## config.mk

```make
export PLATFORM = sky130hd
export DESIGN_NAME = ncr_command_register
export DESIGN_NICKNAME = d
export VERILOG_FILES = /design/src/ncr_pkg.sv /design/src/ncr_command_register.sv /design/src/ncr_page_decode.sv
export SDC_FILE = /design/constraint.sdc
export NUM_CORES = 1
export LEC_CHECK = 0
export BUFFER_PORTS_ARGS = -buffer_cell sky130_fd_sc_hd__buf_2
export CORE_ASPECT_RATIO = 1.4
export CORE_UTILIZATION = 35
export CTS_BUF_LIST = sky130_fd_sc_hd__clkbuf_16
export DETAILED_ROUTE_END_ITERATION = 10
export SLEW_MARGIN = 0
export SYNTH_ARGS = -nofsm -noshare
export SYNTH_HDL_FRONTEND = slang
export SYNTH_SLANG_ARGS = --single-unit
```

## constraint.sdc

```tcl
create_clock -name clk_in -period 1.8 [get_ports clk_in]
set_clock_uncertainty 0.15 [all_clocks]
set_input_delay 0 -clock clk_in [delete_from_list [all_inputs] [get_ports clk_in]]
set_output_delay 0 -clock clk_in [all_outputs]
set_load 0.005 [all_outputs]
```

## src/ncr_pkg.sv

```systemverilog
// package for the controller command register block
// holds offsets, field positions, reset values, commands and the state layout
// assumes a host register port with four address lines and 8-bit data
package ncr_pkg;

  // register map (command register answers on every page)
  localparam logic [3:0] CMD_OFFSET = 4'h0;
  localparam int ADDR_W = 4;
  localparam int DATA_W = 8;

  // field positions inside the command byte
  localparam int HALT_BIT = 0;
  localparam int RUN_BIT = 1;
  localparam int TX_BIT = 2;
  localparam int RDMA_LSB = 3;
  localparam int RDMA_MSB = 5;
  localparam int PAGE_LSB = 6;
  localparam int PAGE_MSB = 7;

  // value after power-up: halted, not running, dma field idle, page 0
  localparam logic [1:0] PAGE_RESET = 2'h0;
  localparam logic [2:0] RDMA_RESET = 3'h4;
  localparam logic TX_RESET = 1'b0;
  localparam logic RUN_RESET = 1'b0;
  localparam logic HALT_RESET = 1'b1;
  localparam logic [7:0] CMD_RESET = 8'h21;

  // read data on a read of an address this block does not own
  localparam logic [7:0] RDATA_IDLE = 8'h00;

  // page select codes
  localparam logic [1:0] PAGE0 = 2'h0;
  localparam logic [1:0] PAGE1 = 2'h1;
  localparam logic [1:0] PAGE2 = 2'h2;
  localparam logic [1:0] PAGE_RSVD = 2'h3;
  localparam logic [3:0] ONEHOT_RESET = 4'h1;

  // remote dma command codes
  typedef enum logic [2:0] {
    NCR_RDMA_NONE = 3'b000,
    NCR_RDMA_READ = 3'b001,
    NCR_RDMA_WRITE = 3'b010,
    NCR_RDMA_SEND = 3'b011,
    NCR_RDMA_ABORT = 3'b100
  } ncr_rdma_e;

  // controller operating state
  typedef enum logic [1:0] {
    NCR_HALTED = 2'b00,
    NCR_STOPPING = 2'b01,
    NCR_RUNNING = 2'b10
  } ncr_ctrl_e;

  // command byte as seen by the host, msb first
  typedef struct packed {
    logic [1:0] page;
    logic [2:0] rdma;
    logic tx;
    logic run;
    logic halt;
  } ncr_cmd_s;

  // whole state of the block
  typedef struct packed {
    ncr_cmd_s cmd;
    ncr_ctrl_e ctrl;
    logic online;
    logic rdma_active;
    ncr_rdma_e rdma_op;
    logic reloaded;
    logic prq_hold;
    logic port_request;
    logic tx_start;
    logic rdma_start;
    logic rdma_abort;
    logic rdma_done_now;
    logic reset_done;
    logic [3:0] page_onehot;
    logic [7:0] rdata;
    logic rdata_valid;
  } ncr_state_s;

endpackage
```

## src/ncr_command_register.sv

```systemverilog
// controller command register of the network controller
// this file holds the top module; it assumes the host register port, the transmitter,
// receiver and remote dma engine all run on clk_in and keep their own obligations
// a halt while not halted, or an error while running, leaves the controller draining until both busy inputs fall;
// reset_done_out is the only sign that the drain is over and should set the
// reset-complete flag of the event flag register
// the block has no view of the byte count registers: rdma_count_load_in stands in
// for a host write to them and rdma_count_zero_in for the engine's remaining count
`timescale 1ns/1ps
`default_nettype none

module ncr_command_register (
  // clock and reset
  input wire logic clk_in,
  input wire logic rst_in,
  // host register port
  input wire logic [3:0] reg_addr_in,
  input wire logic reg_wr_in,
  input wire logic reg_rd_in,
  input wire logic [7:0] reg_wdata_in,
  output logic [7:0] reg_rdata_out,
  output logic reg_rdata_valid_out,
  // command register contents and page
  output logic [7:0] controller_command_out,
  output logic [1:0] page_select_out,
  output logic [3:0] page_onehot_out,
  // controller state
  output logic online_out,
  output logic reset_done_out,
  input wire logic error_reset_in,
  input wire logic rx_busy_in,
  // transmitter
  output logic tx_start_out,
  input wire logic tx_busy_in,
  input wire logic tx_done_in,
  // remote dma engine
  output logic [2:0] rdma_op_out,
  output logic rdma_start_out,
  output logic rdma_abort_out,
  output logic rdma_done_now_out,
  input wire logic rdma_done_in,
  input wire logic rdma_count_zero_in,
  input wire logic rdma_count_load_in,
  input wire logic rdma_req_in,
  // external port handshake
  output logic port_request_out,
  input wire logic port_read_ack_in,
  input wire logic port_write_ack_in
);

  ncr_pkg::ncr_state_s s_q;
  ncr_pkg::ncr_state_s s_d;

  ncr_pkg::ncr_cmd_s wcmd;
  logic cmd_wr;
  logic cmd_rd;
  logic [3:0] next_onehot;
  logic tx_idle;
  logic rdma_code_start;
  logic rdma_same_op;
  logic port_ack;

  assign wcmd = ncr_pkg::ncr_cmd_s'(reg_wdata_in);
  // the command register sits at the same address on every page
  assign cmd_wr = reg_wr_in && (reg_addr_in == ncr_pkg::CMD_OFFSET);
  // other addresses belong to other registers and are ignored here
  assign cmd_rd = reg_rd_in && (reg_addr_in == ncr_pkg::CMD_OFFSET);
  assign tx_idle = !tx_busy_in && !rx_busy_in;
  assign rdma_code_start = !wcmd.rdma[2] && (wcmd.rdma != ncr_pkg::NCR_RDMA_NONE);
  assign rdma_same_op = s_q.rdma_active && (wcmd.rdma == s_q.rdma_op);
  assign port_ack = port_read_ack_in || port_write_ack_in;

  // the decoder sees the next page so the one-hot copy moves with the page bits
  ncr_page_decode ncr_page_decode_i (
    .page_in(s_d.cmd.page),
    .onehot_out(next_onehot)
  );

  always_comb begin
    s_d = s_q;
    // one-cycle strobes fall back every cycle
    s_d.tx_start = 1'b0;
    s_d.rdma_start = 1'b0;
    s_d.rdma_abort = 1'b0;
    s_d.rdma_done_now = 1'b0;
    s_d.reset_done = 1'b0;
    s_d.rdata_valid = 1'b0;
    s_d.rdata = ncr_pkg::RDATA_IDLE;

    // ---- transmit request bit ----
    // done clears first; a new request in the same cycle is dropped because the old bit was still set
    if (tx_done_in) begin
      s_d.cmd.tx = 1'b0;
    end

    // ---- remote dma engine completion ----
    // natural completion leaves the command field as the host wrote it
    if (rdma_done_in) begin
      s_d.rdma_active = 1'b0;
    end

    // ---- port request follows the engine, held after an early abort ----
    if (port_ack) begin
      s_d.prq_hold = 1'b0;
    end

    // ---- byte count reload tracking ----
    // a load in the same cycle as a start still counts for that start
    if (rdma_count_load_in) begin
      s_d.reloaded = 1'b1;
    end

    // ---- operating state ----
    case (s_q.ctrl)
      ncr_pkg::NCR_RUNNING: begin
        s_d.online = 1'b1;
      end
      ncr_pkg::NCR_STOPPING: begin
        // packets in flight finish before the offline state is entered
        s_d.online = 1'b0;
        if (tx_idle) begin
          s_d.ctrl = ncr_pkg::NCR_HALTED;
          s_d.reset_done = 1'b1;
        end
      end
      ncr_pkg::NCR_HALTED: begin
        s_d.online = 1'b0;
      end
      default: begin
        s_d.ctrl = ncr_pkg::NCR_HALTED;
        s_d.online = 1'b0;
      end
    endcase

    // an internal error puts the controller into reset like a halt command
    // an error seen while halted or draining changes nothing
    if (error_reset_in && (s_q.ctrl == ncr_pkg::NCR_RUNNING)) begin
      s_d.cmd.halt = 1'b1;
      s_d.ctrl = ncr_pkg::NCR_STOPPING;
      s_d.online = 1'b0;
    end

    // ---- host write of the command byte ----
    if (cmd_wr) begin
      // page select is taken whatever runs
      s_d.cmd.page = wcmd.page;

      // halt and run
      // halt wins over run and transmit written in the same byte
      if (wcmd.halt) begin
        s_d.cmd.halt = 1'b1;
        // run stays set when the controller had been started
        s_d.cmd.run = s_q.cmd.run || wcmd.run;
        if (s_q.ctrl != ncr_pkg::NCR_HALTED) begin
          s_d.ctrl = ncr_pkg::NCR_STOPPING;
          s_d.online = 1'b0;
        end else begin
          // already offline: the reset completes at once
          s_d.reset_done = 1'b1;
        end
      end else if (wcmd.run) begin
        s_d.cmd.halt = 1'b0;
        s_d.cmd.run = 1'b1;
        // a run while still draining is taken only if the drain ends in that same cycle, else the controller stays in NCR_STOPPING
        // limitation: it does not restart later, the host must write run again
        if (s_d.ctrl == ncr_pkg::NCR_HALTED) begin
          s_d.ctrl = ncr_pkg::NCR_RUNNING;
          s_d.online = 1'b1;
        end else if (s_d.ctrl == ncr_pkg::NCR_STOPPING) begin
          s_d.ctrl = ncr_pkg::NCR_STOPPING;
        end
      end else begin
        s_d.cmd.run = 1'b0;
      end

      // transmit request: only a one has an effect
      if (wcmd.tx && !s_q.cmd.tx && (s_q.ctrl == ncr_pkg::NCR_RUNNING) && !wcmd.halt) begin
        s_d.cmd.tx = 1'b1;
        s_d.tx_start = 1'b1;
      end

      // remote dma command field
      if (wcmd.rdma[2]) begin
        // abort or complete, lower bits do not matter
        s_d.cmd.rdma = wcmd.rdma;
        if (s_q.rdma_active) begin
          s_d.rdma_abort = 1'b1;
          s_d.rdma_active = 1'b0;
          // start address is left where the dma stopped
          if (!rdma_count_zero_in) begin
            s_d.prq_hold = 1'b1;
          end
        end
      end else if (rdma_code_start) begin
        // a repeated code while the dma runs is the host keeping the bits
        // alongside a transmit request, so it must not restart the channel
        if (!rdma_same_op) begin
          s_d.cmd.rdma = wcmd.rdma;
          s_d.rdma_op = ncr_pkg::ncr_rdma_e'(wcmd.rdma);
          if (s_q.reloaded || rdma_count_load_in) begin
            s_d.rdma_start = 1'b1;
            s_d.rdma_active = 1'b1;
            s_d.reloaded = 1'b0;
          end else begin
            // count still spent from the last run: nothing to move
            s_d.rdma_done_now = 1'b1;
            s_d.rdma_active = 1'b0;
          end
        end
      end
      // code 000 is illegal and leaves the field untouched
    end

    // an early abort holds the request; a fresh start hands it back to the engine
    // while no dma is active the engine's request is ignored
    if (s_d.rdma_active) begin
      s_d.port_request = rdma_req_in;
    end else begin
      s_d.port_request = s_d.prq_hold;
    end

    // ---- host read of the command byte ----
    // read data is the byte before this cycle's changes take effect
    if (cmd_rd) begin
      s_d.rdata = s_q.cmd;
      s_d.rdata_valid = 1'b1;
    end

    s_d.page_onehot = next_onehot;
  end

  // each field is reset by name so the reset branch holds only constants
  always_ff @(posedge clk_in or posedge rst_in) begin
    if (rst_in) begin
      s_q.cmd.page <= ncr_pkg::PAGE_RESET;
      s_q.cmd.rdma <= ncr_pkg::RDMA_RESET;
      s_q.cmd.tx <= ncr_pkg::TX_RESET;
      s_q.cmd.run <= ncr_pkg::RUN_RESET;
      s_q.cmd.halt <= ncr_pkg::HALT_RESET;
      s_q.ctrl <= ncr_pkg::NCR_HALTED;
      s_q.online <= 1'b0;
      s_q.rdma_active <= 1'b0;
      s_q.rdma_op <= ncr_pkg::NCR_RDMA_NONE;
      s_q.reloaded <= 1'b0;
      s_q.prq_hold <= 1'b0;
      s_q.port_request <= 1'b0;
      s_q.tx_start <= 1'b0;
      s_q.rdma_start <= 1'b0;
      s_q.rdma_abort <= 1'b0;
      s_q.rdma_done_now <= 1'b0;
      s_q.reset_done <= 1'b0;
      s_q.page_onehot <= ncr_pkg::ONEHOT_RESET;
      s_q.rdata <= ncr_pkg::RDATA_IDLE;
      s_q.rdata_valid <= 1'b0;
    end else begin
      s_q <= s_d;
    end
  end

  // every output is a field of the registered state
  // page_select_out repeats bits 7:6 for the address decode of the other pages
  assign reg_rdata_out = s_q.rdata;
  assign reg_rdata_valid_out = s_q.rdata_valid;
  assign controller_command_out = s_q.cmd;
  assign page_select_out = s_q.cmd.page;
  assign page_onehot_out = s_q.page_onehot;
  assign online_out = s_q.online;
  assign reset_done_out = s_q.reset_done;
  assign tx_start_out = s_q.tx_start;
  assign rdma_op_out = s_q.rdma_op;
  assign rdma_start_out = s_q.rdma_start;
  assign rdma_abort_out = s_q.rdma_abort;
  assign rdma_done_now_out = s_q.rdma_done_now;
  assign port_request_out = s_q.port_request;

endmodule

`default_nettype wire

```

## src/ncr_page_decode.sv

```systemverilog
// page select decoder for the controller command register block
// turns the two page bits into a one-hot page strobe, bit 3 marks the reserved page
// assumes the page bits are the next value of the command register page field
`timescale 1ns/1ps
`default_nettype none

module ncr_page_decode (
  // page select field
  input wire logic [1:0] page_in,
  // one-hot page
  output logic [3:0] onehot_out
);

  always_comb begin
    case (page_in)
      ncr_pkg::PAGE0: onehot_out = 4'h1;
      ncr_pkg::PAGE1: onehot_out = 4'h2;
      ncr_pkg::PAGE2: onehot_out = 4'h4;
      ncr_pkg::PAGE_RSVD: onehot_out = 4'h8;
      default: onehot_out = 4'h8;
    endcase
  end

endmodule

`default_nettype wire

```

==> metrics.md, run 1 <==
| Metric | Value |
|---|---|
| Status | finished with violations |
| Failing checks | hold timing |
| Top cell type's share of synthesized area | 49.5% |
| Clk pwr share | 42.2% |
| Yosys warning count | 0 |
| Worst setup SP type | input pin |
| WS Path Type | in -> reg |
| Routability cong. | 0.708 |
| Largest net degree at the start of global routing | 36 |
| CTS max path bufs | 2 |
| DR vias | 1,156 |
| Total Die Area | 0.00490 mm2 |
| Critical path arrival | 1770 ps |
| First-pass GRT wire length | 4.72 mm |
| Final setup viols | 0 |
| Num CTS Buffers | 5 |
| Reg-to-reg setup timing slack | 70 ps |
| Congestion Overflow GR | 0 |
| Fin util | 50.3% |
| Die Y | 82.4 um |
| Total track usage | 13.4% |
| Leakage | 1.17 nW |
| Clk slew on worst S/H paths | 50 ps |
| Mapped Cells | 147 |
| Final Max Slew Viols | 0 |
| Worst min path class | in -> reg |
| Pre-CTS setup slack | -8.99 ps |
| RSZ-0062 raised after global routing | false |
| Worst Path Required | 1810 ps |
| DRT Wirelength | 3.09 mm |
| Die width | 59.4 um |
| Crit path max fanout | 6 |
| WHS Endpoint | rdma_start_out |
| Antenna Cells | 0 |
| Placeable Area | 0.00434 mm2 |
| Final period util | 97.6% |
| Pwr Density | 1040 mW/mm2 |
| Via density | 4.30 |
| Synth Flop Type | dfrtp_1 |
| Hold path startpoint | reg_addr_in[2] |
| Worst r2r path cells | 5 |
| EDFF count, synth | 0 |
| Fraction of registers with async set/reset | 100% |
| Initial antenna violation count | 0 |
| Final hold vios | 1 |
| Hpwl dp | 2.19 mm |
| Share of layout cells above drive strength 1 | 38.8% |
| Root Buffer | clkbuf_16 |
| # port buffers | 57 |
| P_int | 1.73 mW |
| Final WS setup | 42.8 ps |
| Non-filler cells, final | 269 |
| Vias in the first global route | 1,083 |
| CTS tree | done |
| Yosys reg bits | 35 |
| Sw Ratio | 23.9% |
| R2r endpoint | port_request_out |
| Logic pwr share | 15.8% |
| Synth Net Count | 173 |
| Top-count cell post-synth | dfrtp_1 |
| Placed cell count | 238 |
| CTS H-Tree Depth | 2 |
| Sequential share of the synthesized area | 54.4% |
| Top post-synthesis cells by count | dfrtp_1, buf_4, nor2_1 |
| Hold Crit Depth | 4 |
| Area leader, netlist | dfrtp_1 |
| Largest cells by area after synthesis | dfrtp_1, buf_4, dfstp_2 |
| Flop pwr share | 42.0% |
| Drt initial violations | 11 |
| Hold WS | -89.1 ps |
| Area growth from synthesis to layout | 35.1% |
| Setup crit end kind | flip-flop |
| Cell variety after synth | 32 |
| Row count | 28 |
| Avg Inst Size Synth | 11.0 um2 |
| Number of hold buffers added after cts | 22 |
| Residual DRC count | 0 |
| Clock sink total | 35 |
| Routed Antenna Nets | 0 |
| Maximum vdd drop | 0.449 mV |
| Post-synthesis cell area | 0.00162 mm2 |
| Initial Util | 37.2% |
| Router iterations before antenna repair | 2 |
| Max-cap violations | 0 |
| Max Freq | 569 MHz |
| Wirelength per Cell | 11.5 um |
| RR Startpoint | rdma_op_out[0] |
| Sw Pwr | 0.544 mW |
| Fill count | 436 |
| Nets | 234 |
| Ports | 59 |
| Worst-Skew Late Latency | 270 ps |
| Min Tclk post-route | 1760 ps |
power groups by stage:
stage / Clock (mW) / Sequential [mW] / Combinational, mW
2_1_floorplan: 0 / 0.955 / 0.275
3_3_place_gp: 0 / 0.967 / 0.316
3_5_place_dp: 0 / 0.971 / 0.322
4_1_cts: 0.999 / 0.957 / 0.365
5_1_grt: 1.03 / 0.968 / 0.405
6_report: 0.961 / 0.957 / 0.359
timing repair:
item                                    4_1_cts  5_1_grt
buffers inserted                              1        0
resized for setup                             0        1
hold endpoints to repair                     67        1
pin swaps                                     1        1
endpoints found under the setup margin        1        1
cloned                                        0        0
per-layer routing:
layer	global-route usage (%)	part of all wire, %	vias to the layer above
met2	24.0	55	31
met5	0	0	-
li1	-	-	579
met3	3.74	3.7	4
met4	6.67	0.97	0
met1	14.1	40	542
worst max-delay path by stage:
| stage | from | end | slack, ps | cells after the start |
|---|---|---|---|---|
| 2_1_floorplan | rdma_op_out[1] | port_request_out | 60 | 5 |
| 3_3_place_gp | rdma_op_out[1] | port_request_out | -0.4 | 5 |
| 3_5_place_dp | rdma_op_out[1] | port_request_out | -9 | 5 |
| 4_1_cts | reg_wdata_in[5] | port_request_out | 20 | 7 |
| 5_1_grt | reg_wdata_in[3] | rdma_op_out[1] | 9 | 6 |
| 6_report | reg_wdata_in[3] | port_request_out | 40 | 7 |
state kept, by name (all words and copies together), names as in the netlist, 2 cells and up:
register,flops
controller_command_out,6
page_onehot_out,4
page_select_out,2
rdma_op_out,2
reg_rdata_out,8
s_q,5
critical path, cell delays in order:
cell	delay, ps
dlygate4sd3_1	520
buf_2	160
xor2_2	190
o311ai_4	370
nor4_2	80
nand2b_4	150
mux2_4	290
final cells by class:
class	count	area (um2)	area share, %
Tap cell	60	75.1	3.44
Timing Repair Buffer	83	536	24.5
Inverter	8	30.0	1.37
Clock inverter	3	43.8	2.00
Multi-Input combinational cell	75	495	22.7
Clock buffer	5	125	5.73
Sequential cell	35	880	40.3
metrics by stage:
stage	setup TNS [ps]	hold WS (ps)	instance area (um2)	power, mW
5_1_grt	0	-84.2	2180	2.40
3_3_place_gp	-0.358	-30.0	1780	1.28
2_1_floorplan	0	-66.4	1620	1.23
6_report	0	-89.1	2180	2.28
4_1_cts	0	-106	2180	2.32
3_5_place_dp	-8.99	-21.0	1780	1.29
placed cells by master (no fill, tap or decap), drive strengths merged, types with 3 or more instances in the layout:
master       synthesis  layout
buf                 28      61
dfrtp               32      32
dlygate4sd3          0      22
nor2                15      15
o21ai               11      11
and3                 9       9
inv                  8       8
nand2                8       8
clkbuf               1       5
nor3                 4       4
and2                 3       3
a22o                 3       3
dfstp                3       3
nand2b               3       3
cells by family (layout without fill, tap and decap cells):
| family | after synthesis | count (layout) | share of synthesized area, % |
|---|---|---|---|
| compound gates | 19 | 19 | 8.36 |
| other cells | 1 | 1 | 0.232 |
| mux | 4 | 4 | 2.86 |
| xor+xnor | 2 | 2 | 2.01 |
| flops | 35 | 35 | 54.4 |
| simple gates | 49 | 49 | 16.9 |
| buf+inv | 37 | 99 | 15.2 |
(Power assumes the default switching activity.)
==> inputs of run 2 (changes only) <==
--- a/config.mk
+++ b/config.mk
@@ -15,2 +15,3 @@
 export SYNTH_HDL_FRONTEND = slang
+export SYNTH_HIERARCHICAL = 1
 export SYNTH_SLANG_ARGS = --single-unit
==> constraint.sdc (replaced) <==
create_clock -name clk_in -period 1.8 [get_ports clk_in]
set_clock_uncertainty 0.15 [all_clocks]
set_input_delay 0.36 -clock clk_in [delete_from_list [all_inputs] [get_ports clk_in]]
set_output_delay 0.36 -clock clk_in [all_outputs]
set_load 0.005 [all_outputs]
==> run 2 against run 1 <==
Effect of this change: the flow now finishes without violations; critical path depth is 2 lower; first-iteration DRC count is 18% higher; combinational power is 21% lower; routed wire length is 5.1% lower; worst hold slack better by 110 ps; setup slack better by 46 ps.
==> metrics.md, run 2 <==
| Metric | Value |
|---|---|
| Post-synthesis cell area | 0.00164 mm2 (+1.4%) |
| Drt initial violations | 13 (+2) |
| CTS H-Tree Depth | 2 (unchanged) |
| Top cell type's share of synthesized area | 48.9% (-0.68 points) |
| Yosys warning count | 6 (+6) |
| DR vias | 1,148 (-0.69%) |
| Multi-input gate area | 538 um2 (+8.6%) |
| Via density | 4.35 (+1.2%) |
| Placeable Area | 0.00450 mm2 (+3.6%) |
| Met2 usage | 21.6% (-2.4 points) |
| Non-filler cells, final | 264 (-1.9%) |
| Synth Area in Compound Gates | 8.63% (+0.27 points) |
| Largest family of logic cells by synthesized area | simple AND/OR/NAND/NOR gates |
| Mux contribution to synthesized area | 2.29% (-0.57 points) |
| Area leader, netlist | dfrtp_1 |
| Reg-to-reg setup timing slack | 90 ps (+20 ps) |
| Post-cts repair resize count | 0 (unchanged) |
| Largest net degree at the start of global routing | 36 (unchanged) |
| Fill count | 462 (+6.0%) |
| Sequential share of the synthesized area | 53.7% (-0.75 points) |
| Post-route cell area | 0.00205 mm2 (-6.4%) |
| Routability cong. | 0.842 (+19%) |
| Slowest stage cell, crit path | dfrtp_1 |
| DRT Wirelength | 2.94 mm (-5.1%) |
| Hpwl dp | 2.26 mm (+3.2%) |
| Top post-synthesis cells by count | dfrtp_1, buf_4, nand2_1 |
| Synth Area in Simple Gates | 20.0% (+3.0 points) |
| CP max stage delay | 450 ps (-70 ps) |
| Most common cell after layout, fill and taps aside | buf_2 |
| Yosys reg bits | 35 (unchanged) |
| # port buffers | 57 (unchanged) |
| Max FFs per register | 8 (unchanged) |
| Postcts setup bufs | 0 (-1) |
| RSZ-0062 raised after global routing | false |
| Final hold vios | 0 (-1) |
| Synth Net Count | 181 (+4.6%) |
| Max Freq | 585 MHz (+2.7%) |
| Met3 Track Usage GR | 5.14% (+1.4 points) |
| CP cell instances | nand2b_1, a21boi_0, o31a_2, o21ai_2, mux2_4 |
| Mapped Cells | 155 (+5.4%) |
| Vias in the first global route | 1,100 (+1.6%) |
| Crit path max fanout | 8 (+2) |
| Total Die Area | 0.00496 mm2 (+1.4%) |
| Num CTS Buffers | 5 (unchanged) |
| Residual DRC count | 0 (unchanged) |
| Fraction of registers with async set/reset | 100% (unchanged) |
| Placed cell count | 256 (+7.6%) |
| XOR/XNOR share of the synthesized area | 1.07% (-0.94 points) |
| Antenna Cells | 0 (unchanged) |
| EDFF count, synth | 0 (unchanged) |
| Clk slew on worst S/H paths | 50 ps (about the same) |
| Hold WS | 19.7 ps (+109 ps) |
| Worst-Skew Late Latency | 270 ps (about the same) |
| Congestion Overflow GR | 0 (unchanged) |
| Cell variety after synth | 39 (+22%) |
| CP bufs+invs | 0 (-2) |
| Nets | 227 (-3.0%) |
| Final Max Slew Viols | 0 (unchanged) |
| Synth Flop Type | dfrtp_1 |
| Share of layout cells above drive strength 1 | 44.6% (+5.8 points) |
| Max-cap violations | 0 (unchanged) |
| Worst min path class | in -> async |
| Clock sink total | 35 (unchanged) |
| FF/Latch Area | 880 um2 (unchanged) |
| First-pass GRT wire length | 5.03 mm (+6.6%) |
| Top delay family on crit path | compound AO/OA/AOI/OAI gates |
| Final setup viols | 0 (unchanged) |
| Ports | 59 (unchanged) |
| Final period util | 95.0% (-2.6 points) |
| Status | complete, no violations |
| Initial Util | 36.4% (-0.78 points) |
| WS Path Type | reg -> reg |
| Area growth from synthesis to layout | 24.8% |
| Critical path arrival | 1720 ps (-50 ps) |
| Total track usage | 13.7% (+0.33 points) |
| Initial antenna violation count | 0 (unchanged) |
| GRT busiest layer | met2 |
| Maximum vdd drop | 0.419 mV (-6.6%) |
| Avg Inst Size Synth | 10.6 um2 (-3.8%) |
| Commonest cells after routing, fill and taps aside | buf_2, dfrtp_1, nand2_1 |
| Met1 Use GR | 15.7% (+1.6 points) |
| CTS max path bufs | 2 (unchanged) |
| Root Buffer | clkbuf_16 |
| Wirelength per Cell | 11.1 um (-3.3%) |
| Row count | 29 (+3.6%) |
| Die Y | 83.0 um (+0.68%) |
| CTS tree | done |
| Placed Area | 0.00188 mm2 (+5.5%) |
| Number of hold buffers added after cts | 0 (-100%) |
| Top-count cell post-synth | dfrtp_1 |
| Worst setup SP type | flip-flop |
| Worst Path Required | 1810 ps (about the same) |
| Leakage | 1.10 nW (-5.3%) |
| Die width | 59.8 um (+0.67%) |
| Min Tclk post-route | 1710 ps (-46.4 ps) |
| Largest cells by area after synthesis | dfrtp_1, buf_4, dfstp_2 |
| Post-Synth Adder-Cell Area | 0% (unchanged) |
| Routed Antenna Nets | 0 (unchanged) |
| Pwr Density | 1060 mW/mm2 (+1.3%) |
| Router iterations before antenna repair | 4 (+2) |
| Setup crit end kind | flip-flop |
[run 2: worst register-to-register path, stage by stage (launching register included)]
cell and delay [ps]:
dfrtp_1 450, nand2b_1 100, a21boi_0 80, o31a_2 340
o21ai_2 160, mux2_4 310
[run 2: worst paths after layout]
| kind | from | end | cells after the start |
|---|---|---|---|
| max | rdma_op_out[0] | port_request_out | 5 |
| min | rst_in | rdma_start_out | 3 |
| max reg2reg | rdma_op_out[0] | port_request_out | 5 |
| min reg2reg | s_q[20] | rdma_done_now_out | 1 |
| max in group asynchronous | rst_in | controller_command_out[0] | 3 |
| min in group clk_in | rdma_count_load_in | rdma_done_now_out | 2 |
[run 2: through the flow]
step                utilization [%]  worst slack [ps]  total power, mW  TNS [ps]
floorplan                         -              31.1             1.18         0
detailed placement             41.8             -19.0             1.24     -37.1
CTS                            45.5              82.8             2.20         0
finish                         45.5              89.2             2.16         0
global placement               41.8              3.87             1.23         0
global route                   45.5              2.42             2.28         0
[run 2: cell type report]
| cell class | count | share of cell area [%] |
|---|---|---|
| Timing Repair Buffer | 69 | 18.3 |
| Inverter | 3 | 0.550 |
| Multi-Input combinational cell | 87 | 26.3 |
| Sequential cell | 35 | 43.0 |
| Tap cell | 62 | 3.79 |
| Clock inverter | 3 | 1.90 |
| Clock buffer | 5 | 6.12 |
[run 2: routing by layer]
metal | vias to the layer above | wire length [um]
li1 | 583 | -
met1 | 521 | 1170
met2 | 40 | 1540
met3 | 4 | 168
met4 | 0 | 58
met5 | - | 0
[run 2: logic make-up (layout without fill, tap and decap cells)]
logic type	after synthesis	count (layout)
AO/OA/AOI/OAI	22	22
XOR/XNOR	2	2
buffers and inverters	33	80
flip-flops	35	35
multiplexers	3	3
other	1	1
AND/OR/NAND/NOR	59	59
[run 2: where the power goes]
part	internal, mW	switching, mW	total [mW]
Clock	0.644	0.296	0.940
Combinational	0.148	0.136	0.284
Sequential	0.876	0.0583	0.935
==> inputs of run 3 (changes only) <==
SYNTH_HIERARCHICAL = unset   (was 1)
==> run 3 against run 2 <==
Effect of this change: maximum frequency down 1.8%; first-iteration DRC count grew 69%; largest power group is now sequential cells; die area is 1.3% lower; via count is 4.7% lower; largest cell class unchanged.
==> metrics.md, run 3 (synthesis results as in run 1) <==
| Metric | Value |
|---|---|
| Reg-to-reg setup timing slack | 60 ps (-30 ps) |
| Hpwl dp | 2.22 mm (-2.0%) |
| Status | complete, no violations |
| Postcts setup bufs | 0 (unchanged) |
| Final Max Slew Viols | 0 (unchanged) |
| Total Die Area | 0.00490 mm2 (-1.3%) |
| Residual DRC count | 0 (unchanged) |
| RSZ-0062 raised after global routing | false |
| Max FFs per register | 8 (unchanged) |
| Initial antenna violation count | 0 (unchanged) |
| Worst setup SP type | flip-flop |
| Worst Path Required | 1810 ps (about the same) |
| Commonest cells after routing, fill and taps aside | buf_2, dfrtp_1, nor2_1 |
| Clk slew on worst S/H paths | 50 ps (about the same) |
| Die width | 59.4 um (-0.67%) |
| Routed Antenna Nets | 0 (unchanged) |
| Worst min path class | in -> async |
| First-pass GRT wire length | 4.88 mm (-3.0%) |
| Crit path max fanout | 4 (-4) |
| WS Path Type | reg -> reg |
| Total track usage | 14.0% (+0.26 points) |
| R2r endpoint | port_request_out |
| Hold WS | 18.2 ps (-1.50 ps) |
| Root Buffer | clkbuf_16 |
| Vias in the first global route | 1,123 (+2.1%) |
| Via density | 4.31 (-0.95%) |
| Clock sink total | 35 (unchanged) |
| Max-cap violations | 0 (unchanged) |
| Wirelength per Cell | 11.5 um (+3.0%) |
| Max Freq | 574 MHz (-1.8%) |
| Congestion Overflow GR | 0 (unchanged) |
| CTS max path bufs | 2 (unchanged) |
| Drt initial violations | 22 (+9) |
| Area growth from synthesis to layout | 23.4% |
| Placeable Area | 0.00434 mm2 (-3.4%) |
| CTS H-Tree Depth | 2 (unchanged) |
| RR Startpoint | rdma_op_out[1] |
| Router iterations before antenna repair | 4 (unchanged) |
| Routability cong. | 0.697 (-17%) |
| Antenna Cells | 0 (unchanged) |
| Worst r2r path cells | 5 (unchanged) |
| Pwr Density | 1040 mW/mm2 (-1.6%) |
| Final period util | 96.8% (+1.8 points) |
| CP cell instances | xor2_2, o311ai_4, nor4_2, nand2b_4, mux2_4 |
| Critical path capture point | port_request_out |
| Min Tclk post-route | 1740 ps (+32.0 ps) |
| # port buffers | 57 (unchanged) |
| Slowest stage cell, crit path | dfrtp_1 |
| Largest net degree at the start of global routing | 36 (unchanged) |
| Share of layout cells above drive strength 1 | 45.9% (+1.3 points) |
| Leakage | 1.10 nW (-0.28%) |
| Most common cell after layout, fill and taps aside | buf_2 |
| Critical path arrival | 1750 ps (+30 ps) |
| Ports | 59 (unchanged) |
| Worst-Skew Late Latency | 270 ps (about the same) |
| Maximum vdd drop | 0.414 mV (-1.4%) |
| Setup TNS | 0 ps (unchanged) |
| CP max stage delay | 410 ps (-40 ps) |
| Row count | 28 (-3.4%) |
| Final hold vios | 0 (unchanged) |
| Final setup viols | 0 (unchanged) |
| Setup crit end kind | flip-flop |
| DRT Wirelength | 2.91 mm (-0.89%) |
| Initial Util | 37.2% (+0.78 points) |
| CP Launch Point | rdma_op_out[1] |
| CTS tree | done |
| Die Y | 82.4 um (-0.67%) |
| Nets | 219 (-3.5%) |
| Num CTS Buffers | 5 (unchanged) |
| DR vias | 1,094 (-4.7%) |
[run 3: cell types whose count changed in the layout (fill, tap and decap cells not counted), sizes merged, moves of 2 or more]
| cell | before | now |
|---|---|---|
| nand2 | 14 | 8 |
| nor2 | 12 | 15 |
| xnor2 | 2 | 0 |
| nand3 | 3 | 1 |
| inv | 3 | 10 |
| xor2 | 0 | 2 |
| mux2i | 0 | 2 |
[run 3: how the worst min path moves through the flow]
stage	to	slack (ps)	depth (start not counted)
2_1_floorplan	reset_done_out	290	1
3_5_place_dp	port_request_out	320	3
5_1_grt	s_q[19]	90	3
3_3_place_gp	port_request_out	320	3
4_1_cts	port_request_out	30	3
6_report	page_onehot_out[3]	20	3
[run 3: layout make-up]
type | instances | area [um2]
clock buffers | 5 | 125
clock inverters | 3 | 12.5
fillers | 450 | 2350
inverters | 8 | 30.0
multi-input cells | 75 | 504
flip-flops and latches | 35 | 880
well taps | 60 | 75.1
repair buffers | 68 | 368
[run 3: repair_timing]
item | in CTS | in global routing
gates resized for setup | 0 | 3
setup endpoints to repair | 0 | 5
hold buffers | 0 | 0
[run 3: metrics by stage]
step	total power, mW	cells	utilization, %	worst slack [ps]	cell area (um2)
after global placement	1.29	246	42.5	-178	1850
after detailed placement	1.29	246	42.5	-214	1850
after floorplan	1.23	147	-	-18.3	1620
after CTS	2.09	254	45.7	48.7	1990
final	2.07	254	45.9	57.2	1990
after global routing	2.19	254	45.9	13.0	1990
[run 3: where the power goes]
group,internal (mW),switching (mW),total [mW]
logic,0.158,0.162,0.320
registers,0.894,0.0642,0.958
clock network,0.499,0.294,0.792
total,1.55,0.520,2.07
[run 3: worst max-delay path, delay by kind of cell (launching register included)]
family	cells	cell delay [ps]
xor+xnor	1	170
simple gates	2	240
flops	1	410
mux	1	290
compound gates	1	370
[run 3: layer usage]
layer | track usage, % | routed length, um | vias to the layer above
met5 | 0 | 0 | -
met4 | 9.29 | 77 | 0
met3 | 3.89 | 139 | 5
met2 | 24.8 | 1610 | 34
met1 | 14.0 | 1080 | 507
li1 | - | - | 548
